**src/verilog/slb_pkg.sv**
```systemverilog
package slb_pkg;
  localparam int WORD_W = 24;
  // latch select codes in bits 1:0
  localparam logic [1:0] SEL_CTRL = 2'h0;
  localparam logic [1:0] SEL_REF = 2'h1;
  localparam logic [1:0] SEL_FB = 2'h2;
  // control latch fields
  localparam int C_PRESC = 22;
  localparam int C_PD_MODE = 21;
  localparam int C_PD_REQ = 20;
  localparam int C_CUR2 = 17;
  localparam int C_CUR1 = 14;
  localparam int C_LEVEL = 12;
  localparam int C_MUTE = 11;
  localparam int C_GAIN = 10;
  localparam int C_TRI = 9;
  localparam int C_POL = 8;
  localparam int C_MUX = 5;
  localparam int C_CRST = 4;
  localparam int C_BIAS = 2;
  // feedback latch fields
  localparam int F_HSEL = 23;
  localparam int F_HALVE = 22;
  localparam int F_GAIN = 21;
  localparam int F_MAIN = 8;
  localparam int F_SWAL = 2;
  // reference latch fields
  localparam int R_BCLK = 20;
  localparam int R_TEST = 19;
  localparam int R_PREC = 18;
  localparam int R_ABL = 16;
  localparam int R_DIV = 2;
  // timing counts
  localparam logic [2:0] BAND_CYCLES = 3'h5;
  localparam logic [1:0] SYNC_EDGES = 2'h2;
  // power states
  typedef enum logic [1:0] {PW_OFF, PW_ON, PW_WAIT, PW_DOWN} slb_pwr_t;
endpackage : slb_pkg

```
**src/verilog/slb_latch_bank.sv**
```systemverilog
`timescale 1ns/1ns
`default_nettype none
module slb_latch_bank
  import slb_pkg::*;
(
  // clock and reset
  input wire logic mclk,
  input wire logic reset,
  // serial link pins
  input wire logic ser_clk,
  input wire logic ser_data,
  input wire logic latch_strobe,
  // chip pins
  input wire logic chip_enable,
  input wire logic ref_in,
  input wire logic lock_in,
  // control latch fields
  output logic [1:0] prescaler_select,
  output logic [2:0] pump_current_one,
  output logic [2:0] pump_current_two,
  output logic [1:0] rf_output_level,
  output logic mute_until_lock,
  output logic pump_gain_select,
  output logic phase_detector_polarity,
  output logic [2:0] monitor_mux_select,
  output logic counter_reset_bit,
  output logic [1:0] core_bias_level,
  // feedback latch fields
  output logic halved_feedback_select,
  output logic output_halve,
  output logic [12:0] main_count,
  output logic [4:0] swallow_count,
  // reference latch fields
  output logic [1:0] band_clock_divider,
  output logic factory_test_bit,
  output logic lock_count_precision,
  output logic [1:0] antibacklash_width,
  output logic [13:0] ref_divider,
  // derived controls
  output logic [2:0] pump_current_active,
  output logic core_powered,
  output logic counters_load,
  output logic charge_pump_tristate,
  output logic lock_detect_reset,
  output logic rf_output_enable,
  output logic ref_buffer_enable,
  output logic band_select_active,
  output logic ref_div_pulse
);
  // pin synchronisers: 0 sclk, 1 sdata, 2 strobe, 3 ce, 4 ref, 5 lock
  logic [5:0] s1_q, s2_q, s3_q, lvl_q, lvl_d;
  logic [WORD_W-1:0] shift_q; // serial input register
  logic [WORD_W-1:0] ctrl_q, fb_q, rf_q; // the three latches
  logic gain_q; // shared pump gain flag
  slb_pwr_t pwr_q; // software power state
  logic [1:0] sync_cnt_q; // divider edges seen while waiting
  logic [13:0] rcnt_q; // reference counter
  logic [2:0] bclk_q; // band clock prescale
  logic [2:0] band_cnt_q; // band select cycles left
  logic fb_dirty_q; // feedback rewritten while down
  logic core_prev_q; // core power last cycle
  logic pulse_prev_q; // divider output last cycle
  logic div_edge; // divider output rising edge
  logic sclk_rise, strobe_rise, ref_rise, word_ctrl, word_fb, word_ref;
  logic bclk_tick, ce_ok, lock_ok;

  // three synchroniser stages
  always_ff @(posedge mclk) begin
    if (reset) begin
      s1_q <= 6'h00;
      s2_q <= 6'h00;
      s3_q <= 6'h00;
    end else begin
      s1_q <= {lock_in, ref_in, chip_enable, latch_strobe, ser_data, ser_clk};
      s2_q <= s1_q;
      s3_q <= s2_q;
    end
  end

  // a level counts once stages two and three agree
  always_comb begin
    for (int i = 0; i < 6; i++) begin
      lvl_d[i] = (s2_q[i] == s3_q[i]) ? s3_q[i] : lvl_q[i];
    end
  end

  // filtered levels
  always_ff @(posedge mclk) begin
    if (reset) begin
      lvl_q <= 6'h00;
    end else begin
      lvl_q <= lvl_d;
    end
  end

  assign sclk_rise = lvl_d[0] & ~lvl_q[0];
  assign strobe_rise = lvl_d[2] & ~lvl_q[2];
  assign ref_rise = lvl_d[4] & ~lvl_q[4];
  assign ce_ok = lvl_q[3];
  assign lock_ok = lvl_q[5];

  // shift in msb first, also while powered down
  always_ff @(posedge mclk) begin
    if (reset) begin
      shift_q <= 24'h000000;
    end else if (sclk_rise) begin
      shift_q <= {shift_q[WORD_W-2:0], lvl_d[1]};
    end
  end

  // decode of the latch select bits; code 11 is ignored
  assign word_ctrl = strobe_rise && (shift_q[1:0] == SEL_CTRL);
  assign word_fb = strobe_rise && (shift_q[1:0] == SEL_FB);
  assign word_ref = strobe_rise && (shift_q[1:0] == SEL_REF);

  // latch transfer on the strobe edge
  always_ff @(posedge mclk) begin
    if (reset) begin
      ctrl_q <= 24'h000000;
      fb_q <= 24'h000000;
      rf_q <= 24'h000000;
    end else begin
      if (word_ctrl) begin
        ctrl_q <= shift_q;
      end
      if (word_fb) begin
        fb_q <= shift_q;
      end
      if (word_ref) begin
        rf_q <= shift_q;
      end
    end
  end

  // shared gain bit: whichever of the control and feedback latches wrote last
  always_ff @(posedge mclk) begin
    if (reset) begin
      gain_q <= 1'b0;
    end else if (word_ctrl) begin
      gain_q <= shift_q[C_GAIN];
    end else if (word_fb) begin
      gain_q <= shift_q[F_GAIN];
    end
  end

  // field outputs; spare bits have no output
  assign prescaler_select = ctrl_q[C_PRESC+:2];
  assign pump_current_two = ctrl_q[C_CUR2+:3];
  assign pump_current_one = ctrl_q[C_CUR1+:3];
  assign rf_output_level = ctrl_q[C_LEVEL+:2];
  assign mute_until_lock = ctrl_q[C_MUTE];
  assign pump_gain_select = gain_q;
  assign phase_detector_polarity = ctrl_q[C_POL];
  assign monitor_mux_select = ctrl_q[C_MUX+:3];
  assign counter_reset_bit = ctrl_q[C_CRST];
  assign core_bias_level = ctrl_q[C_BIAS+:2];
  assign halved_feedback_select = fb_q[F_HSEL];
  assign output_halve = fb_q[F_HALVE];
  assign main_count = fb_q[F_MAIN+:13];
  assign swallow_count = fb_q[F_SWAL+:5];
  assign band_clock_divider = rf_q[R_BCLK+:2];
  assign factory_test_bit = rf_q[R_TEST];
  assign lock_count_precision = rf_q[R_PREC];
  assign antibacklash_width = rf_q[R_ABL+:2];
  assign ref_divider = rf_q[R_DIV+:14];

  // gain picks the active current setting
  assign pump_current_active = gain_q ? ctrl_q[C_CUR2+:3] : ctrl_q[C_CUR1+:3];

  // software power state machine
  always_ff @(posedge mclk) begin
    if (reset) begin
      pwr_q <= PW_OFF; // core off after supply
    end else if (word_ctrl) begin
      if (!shift_q[C_PD_REQ]) begin
        pwr_q <= PW_ON;
      end else if (!shift_q[C_PD_MODE]) begin
        pwr_q <= PW_DOWN;
      end else if (pwr_q == PW_DOWN) begin
        pwr_q <= PW_DOWN;
      end else begin
        pwr_q <= PW_WAIT;
      end
    end else if (pwr_q == PW_WAIT && div_edge && sync_cnt_q == SYNC_EDGES - 2'h1) begin
      pwr_q <= PW_DOWN;
    end
  end

  // divider output edges counted after the strobe
  always_ff @(posedge mclk) begin
    if (reset || word_ctrl) begin
      sync_cnt_q <= 2'h0;
    end else if (pwr_q == PW_WAIT && div_edge) begin
      sync_cnt_q <= sync_cnt_q + 2'h1;
    end
  end

  // chip enable overrides the programmed bits
  assign core_powered = ce_ok && (pwr_q == PW_ON || pwr_q == PW_WAIT);

  // power-down side effects
  assign counters_load = !core_powered || counter_reset_bit;
  assign charge_pump_tristate = !core_powered || ctrl_q[C_TRI];
  assign lock_detect_reset = !core_powered;
  assign ref_buffer_enable = core_powered;
  // mute until lock
  assign rf_output_enable = core_powered && !(mute_until_lock && !lock_ok);

  // reference counter, output pulse at terminal count
  always_ff @(posedge mclk) begin
    if (reset || counters_load) begin
      rcnt_q <= 14'h0001;
    end else if (ref_rise) begin
      rcnt_q <= (rcnt_q >= ref_divider) ? 14'h0001 : rcnt_q + 14'h0001;
    end
  end
  assign ref_div_pulse = !counters_load && (rcnt_q >= ref_divider);

  // output rising edge; a pulse already high at the strobe is not counted
  always_ff @(posedge mclk) begin
    if (reset) begin
      pulse_prev_q <= 1'b0;
    end else begin
      pulse_prev_q <= ref_div_pulse;
    end
  end
  // divide by one keeps the output high, so each reference edge counts then
  assign div_edge = ref_div_pulse
    && (!pulse_prev_q || (ref_rise && ref_divider <= 14'h0001));

  // band clock prescale by 1, 2, 4 or 8
  always_ff @(posedge mclk) begin
    if (reset || counters_load) begin
      bclk_q <= 3'h0;
    end else if (div_edge) begin
      bclk_q <= bclk_q + 3'h1;
    end
  end
  always_comb begin
    unique case (band_clock_divider)
      2'h0: bclk_tick = 1'b1;
      2'h1: bclk_tick = bclk_q[0];
      2'h2: bclk_tick = &bclk_q[1:0];
      2'h3: bclk_tick = &bclk_q;
    endcase
  end

  // feedback rewrite while down forces a fresh band search
  always_ff @(posedge mclk) begin
    if (reset) begin
      fb_dirty_q <= 1'b1;
      core_prev_q <= 1'b0;
    end else begin
      core_prev_q <= core_powered;
      if (word_fb && !core_powered) begin
        fb_dirty_q <= 1'b1;
      end else if (core_powered) begin
        fb_dirty_q <= 1'b0;
      end
    end
  end

  // band select: five band clock ticks, each 1, 2, 4 or 8 divider edges
  always_ff @(posedge mclk) begin
    if (reset || !core_powered) begin
      band_cnt_q <= 3'h0; // band itself is held
    end else if (word_fb || (!core_prev_q && fb_dirty_q)) begin
      band_cnt_q <= BAND_CYCLES;
    end else if (band_cnt_q != 3'h0 && div_edge && bclk_tick) begin
      band_cnt_q <= band_cnt_q - 3'h1;
    end
  end
  assign band_select_active = band_cnt_q != 3'h0; // tuning to reference
endmodule : slb_latch_bank
`default_nettype wire

```
**config.mk**
```make
export PLATFORM = sky130hd
export DESIGN_NAME = slb_latch_bank
export DESIGN_NICKNAME = d
export VERILOG_FILES = /design/src/verilog/slb_pkg.sv /design/src/verilog/slb_latch_bank.sv
export SDC_FILE = /design/constraint.sdc
export NUM_CORES = 1
export LEC_CHECK = 0
export BUFFER_PORTS_ARGS = -buffer_cell sky130_fd_sc_hd__buf_2
export CAP_MARGIN = 20
export CORE_ASPECT_RATIO = 2
export CORE_MARGIN = 2
export CORE_UTILIZATION = 40
export DETAILED_ROUTE_END_ITERATION = 7
export PLACE_DENSITY = 0.59
export SKIP_CTS_REPAIR_TIMING = 1
export SYNTH_ARGS = -nofsm -noshare
export SYNTH_HDL_FRONTEND = slang
export SYNTH_SLANG_ARGS = --single-unit
```
**constraint.sdc**
```tcl
create_clock -name mclk -period 2.2 [get_ports mclk]
set_input_delay 0.11 -clock mclk [delete_from_list [all_inputs] [get_ports mclk]]
set_output_delay 0.11 -clock mclk [all_outputs]
set_load 0.01 [all_outputs]
```
==> results_tabular.tex <==
\begin{tabular}{lr}
\hline
Metric & Value \\
\hline
\multicolumn{2}{l}{\textbf{Run}} \\
\quad Count of maximum capacitance violations & 0 \\
\multicolumn{2}{l}{\textbf{Run status}} \\
\quad Status & complete, but fails checks \\
\quad Violations in the final reports & setup timing \\
\multicolumn{2}{l}{\textbf{Timing}} \\
\quad Post-route minimum period & 2.28 ns \\
\quad Crit share post-route & 103\% \\
\quad Max Fclk & roughly 440 MHz \\
\quad Setup slack after layout & -0.0767 ns \\
\quad Worst slew margin relative to its limit & roughly half \\
\quad Final Max Slew Viols & 0 \\
\quad Final number of setup-violating endpoints & 4 \\
\quad Max Clock Skew & around 0.0073 ns \\
\quad Number of endpoints with negative hold slack in the final report & 0 \\
\quad Worst-margin pin slew & between 0.7 and 0.8 ns \\
\quad Hold Slack & 0.435 ns \\
\quad Unrepaired setup endpoints after global routing & yes \\
\multicolumn{2}{l}{\textbf{Synth}} \\
\quad Number of warning messages in the yosys log & 0 \\
\quad Avg Inst Size Synth & 8.72 um\^{}2 \\
\quad \#FFs+latches synth & between 100 and 150 \\
\quad Number of flops mapped to enable cells by yosys & 0 \\
\quad Cell types with the highest counts after synthesis & 143 x sky130\_fd\_sc\_hd\_\_nand2\_1, 135 x sky130\_fd\_sc\_hd\_\_dfxtp\_1, 79 x sky130\_fd\_sc\_hd\_\_a21oi\_1 \\
\quad Mapped Nets & about 660 \\
\quad Top post-synthesis cells by area & sky130\_fd\_sc\_hd\_\_dfxtp\_1 49\%, sky130\_fd\_sc\_hd\_\_nand2\_1 9.8\%, sky130\_fd\_sc\_hd\_\_a21oi\_1 7.2\% \\
\quad Largest area contributor in the netlist & sky130\_fd\_sc\_hd\_\_dfxtp\_1 \\
\quad Fraction of synthesized cell area taken by the top area cell type & about 49\% \\
\quad Share of the yosys chip area belonging to registers & between 40\% and 50\% \\
\quad Synthesized netlist cell count & $\sim$630 \\
\quad Synth Cell Area & between 5000 and 6000 um\^{}2 \\
\quad Most common cell in the synthesized netlist & sky130\_fd\_sc\_hd\_\_nand2\_1 \\
\quad Primary FF master, synth & sky130\_fd\_sc\_hd\_\_dfxtp\_1 \\
\quad Number of distinct library cells after synthesis & between 40 and 50 \\
\quad Fraction of synthesis flops using an asynchronous set or reset pin & 0\% \\
\multicolumn{2}{l}{\textbf{Floorplanning}} \\
\quad Die Span Y & 169 um \\
\quad Core Region & around 13,000 um\^{}2 \\
\quad Die W & between 80 and 90 um \\
\quad Initial Util & about two fifths \\
\quad Num rows & 60 \\
\quad Number of I/O pins & slightly below 80 \\
\quad Overall die area & $\sim$15,000 um\^{}2 \\
\multicolumn{2}{l}{\textbf{Pwr}} \\
\quad Maximum vdd drop & 0.487 mV \\
\quad Post-layout power & 5.61 mW \\
\quad Power density cells & between 700 and 800 nW/um\^{}2 \\
\quad Static leakage power & roughly 2.8 nW \\
\multicolumn{2}{l}{\textbf{Setup path}} \\
\quad Cell mode on critical path & sky130\_fd\_sc\_hd\_\_buf\_4 \\
\quad Cell at the slowest stage of the critical path & sky130\_fd\_sc\_hd\_\_a2111oi\_4 \\
\quad Type of origin of the critical path & flop \\
\quad Path depth of the worst reg2reg path & 10 \\
\quad Chain of cells forming the critical path & inv\_1 -> ha\_4 -> nand4\_1 -> o21ai\_2 -> a211oi\_4 -> buf\_4 -> a2111oi\_4 -> buf\_4 -> xnor2\_1 -> nor3\_1 \\
\quad Required time of the critical path & approximately 2.5 ns \\
\quad Crit path arrival time & around 2.5 ns \\
\quad Category of the worst setup path capture point & flop \\
\quad Crit Path Class & reg -> reg \\
\quad Slowest Stage Delay on Critical Path & roughly 0.42 ns \\
\quad Largest driver fanout on the critical path & 3 \\
\multicolumn{2}{l}{\textbf{Placement}} \\
\quad Placed Cells incl. Taps & 854 \\
\quad Post-detailed-placement half-perimeter wirelength & around 9600 um \\
\quad Port Buffers & 77 \\
\quad Placement Cell Area & slightly above 6000 um\^{}2 \\
\quad Final weighted congestion of routability-driven global placement & 0.846 \\
\quad Pre-CTS worst setup slack & -0.194 ns \\
\multicolumn{2}{l}{\textbf{Global route}} \\
\quad Initial antenna violation count & 0 \\
\quad Global-route usage over all layers & about a fifth \\
\quad Wire length of the first global-routing pass & between 20,000 and 25,000 um \\
\quad Overflow left after global routing & 0 \\
\quad Pin count of the biggest net entering global routing & 66 \\
\quad Vias in the first global route & 4,528 \\
\multicolumn{2}{l}{\textbf{Clock tree}} \\
\quad CTS root buffer & sky130\_fd\_sc\_hd\_\_clkbuf\_16 \\
\quad Number of sinks driven by the clock tree & 135 \\
\quad Worst skew pair latency & around 0.41 ns \\
\quad Maximum root-to-sink buffer count & 2 \\
\quad TritonCTS clock tree & done \\
\quad Worst-path clk slew & $\sim$0.06 ns \\
\quad Total CTS buffers & 17 \\
\quad H-tree depth & 4 \\
\multicolumn{2}{l}{\textbf{Cells and area}} \\
\quad Total inserted antenna cells & 0 \\
\quad Area growth, synth to finish & 29.7\% \\
\quad Fin area & roughly 7000 um\^{}2 \\
\quad Fin nets & 760 \\
\quad Final cell count without fillers & $\sim$900 \\
\quad Share of cells above drive strength 1 & 26.7\% \\
\multicolumn{2}{l}{\textbf{Drt}} \\
\quad DR vias & around 4,500 \\
\quad Violation count after the first detailed-route iteration & $\sim$230 \\
\quad \# DRC & 0 \\
\quad Remaining antenna violation count & 0 \\
\quad Drt total wl & around 13,000 um \\
\quad Average wire per cell in the routed design & roughly 15 um \\
\quad DRT Pass-1 Iters & 4 \\
\quad DR vias/cell & roughly 5 \\
\multicolumn{2}{l}{\textbf{Min path}} \\
\quad Hold Crit Class & reg -> reg \\
\quad Number of instances on the worst hold path & 1 \\
\hline
\end{tabular}
[sequential cells by signal, indices dropped and copies added (netlist names), 2 cells and up]
name	cells
shift_q	24
fb_q	20
rf_q	20
ctrl_q	19
rcnt_q	14
lvl_q	6
s1_q	6
s2_q	6
s3_q	6
band_cnt_q	3
bclk_q	3
pwr_q	2
sync_cnt_q	2
[cell families (layout without fill, tap and decap cells)]
logic type | Yosys count | after routing | synth area share [%]
AND/OR/NAND/NOR | 251 | 251 | 20.1
adder cells (fa/ha/maj) | 22 | 22 | 5.03
multiplexers | 28 | 28 | 5.19
flip-flops | 135 | 135 | 49.3
buffers and inverters | 74 | 188 | 6.31
AO/OA/AOI/OAI | 103 | 103 | 11.7
XOR/XNOR | 15 | 15 | 2.40
[final timing paths]
kind	from	to	slack, ns
max	rf_q[7]	sync_cnt_q[0]	-0.08
max reg2reg	rf_q[7]	sync_cnt_q[0]	-0.08
min reg2reg	s1_q[2]	s2_q[2]	0.43
min	s1_q[2]	s2_q[2]	0.43
[layer usage]
layer	routed length [um]	part of all wire, %	up-vias	track usage (%)
li1	-	-	2256	-
met1	5280	39	2114	20.1
met2	7200	54	84	33.6
met3	412	3.1	31	4.04
met4	559	4.2	0	10.4
met5	0	0	-	0
[metrics by stage]
step	setup TNS, ns	utilization [%]
6_report	-0.193	52.8
3_5_place_dp	-2.07	45.8
4_1_cts	-2.40	50.5
3_3_place_gp	-0.919	45.8
5_1_grt	-0.911	52.8
2_1_floorplan	-0.0113	-
[placed cells by master (no fill, tap or decap), types with 9 or more instances in the layout]
cell | synthesis | final
sky130_fd_sc_hd__a21oi_1 | 79 | 76
sky130_fd_sc_hd__buf_2 | 0 | 75
sky130_fd_sc_hd__buf_4 | 16 | 41
sky130_fd_sc_hd__clkbuf_16 | 0 | 17
sky130_fd_sc_hd__dfxtp_1 | 135 | 124
sky130_fd_sc_hd__dfxtp_2 | 0 | 11
sky130_fd_sc_hd__dlygate4sd3_1 | 0 | 9
sky130_fd_sc_hd__ha_1 | 22 | 15
sky130_fd_sc_hd__inv_1 | 26 | 23
sky130_fd_sc_hd__mux2i_1 | 25 | 25
sky130_fd_sc_hd__nand2_1 | 143 | 142
sky130_fd_sc_hd__nor2_1 | 48 | 48
sky130_fd_sc_hd__nor2b_1 | 20 | 20
sky130_fd_sc_hd__xor2_1 | 10 | 10
[critical path: cells and delay by family (launching register included)]
kind	cells	cell delay, ns
compound gates	3	0.77
xor+xnor	1	0.12
fa+ha+maj	1	0.28
buf+inv	3	0.44
flops	1	0.32
simple gates	2	0.21
[power breakdown]
part / leakage [nW] / internal [mW] / switching (mW) / total, mW
logic: 1.41 / 0.0280 / 0.0421 / 0.0701
registers: 1.10 / 2.46 / 0.00561 / 2.46
clock network: 0.310 / 2.03 / 1.04 / 3.08
total: 2.82 / 4.52 / 1.09 / 5.61
[final cells by class]
class	count	area, um^2
sequential	135	2720
multi-input combinational	419	2600
clock buffer	19	443
tap	155	194
fill	1206	6340
timing repair buffer	131	850
clock inverter	12	198
inverter	26	97.6
No activity file was read; power rests on OpenSTA's default activity.
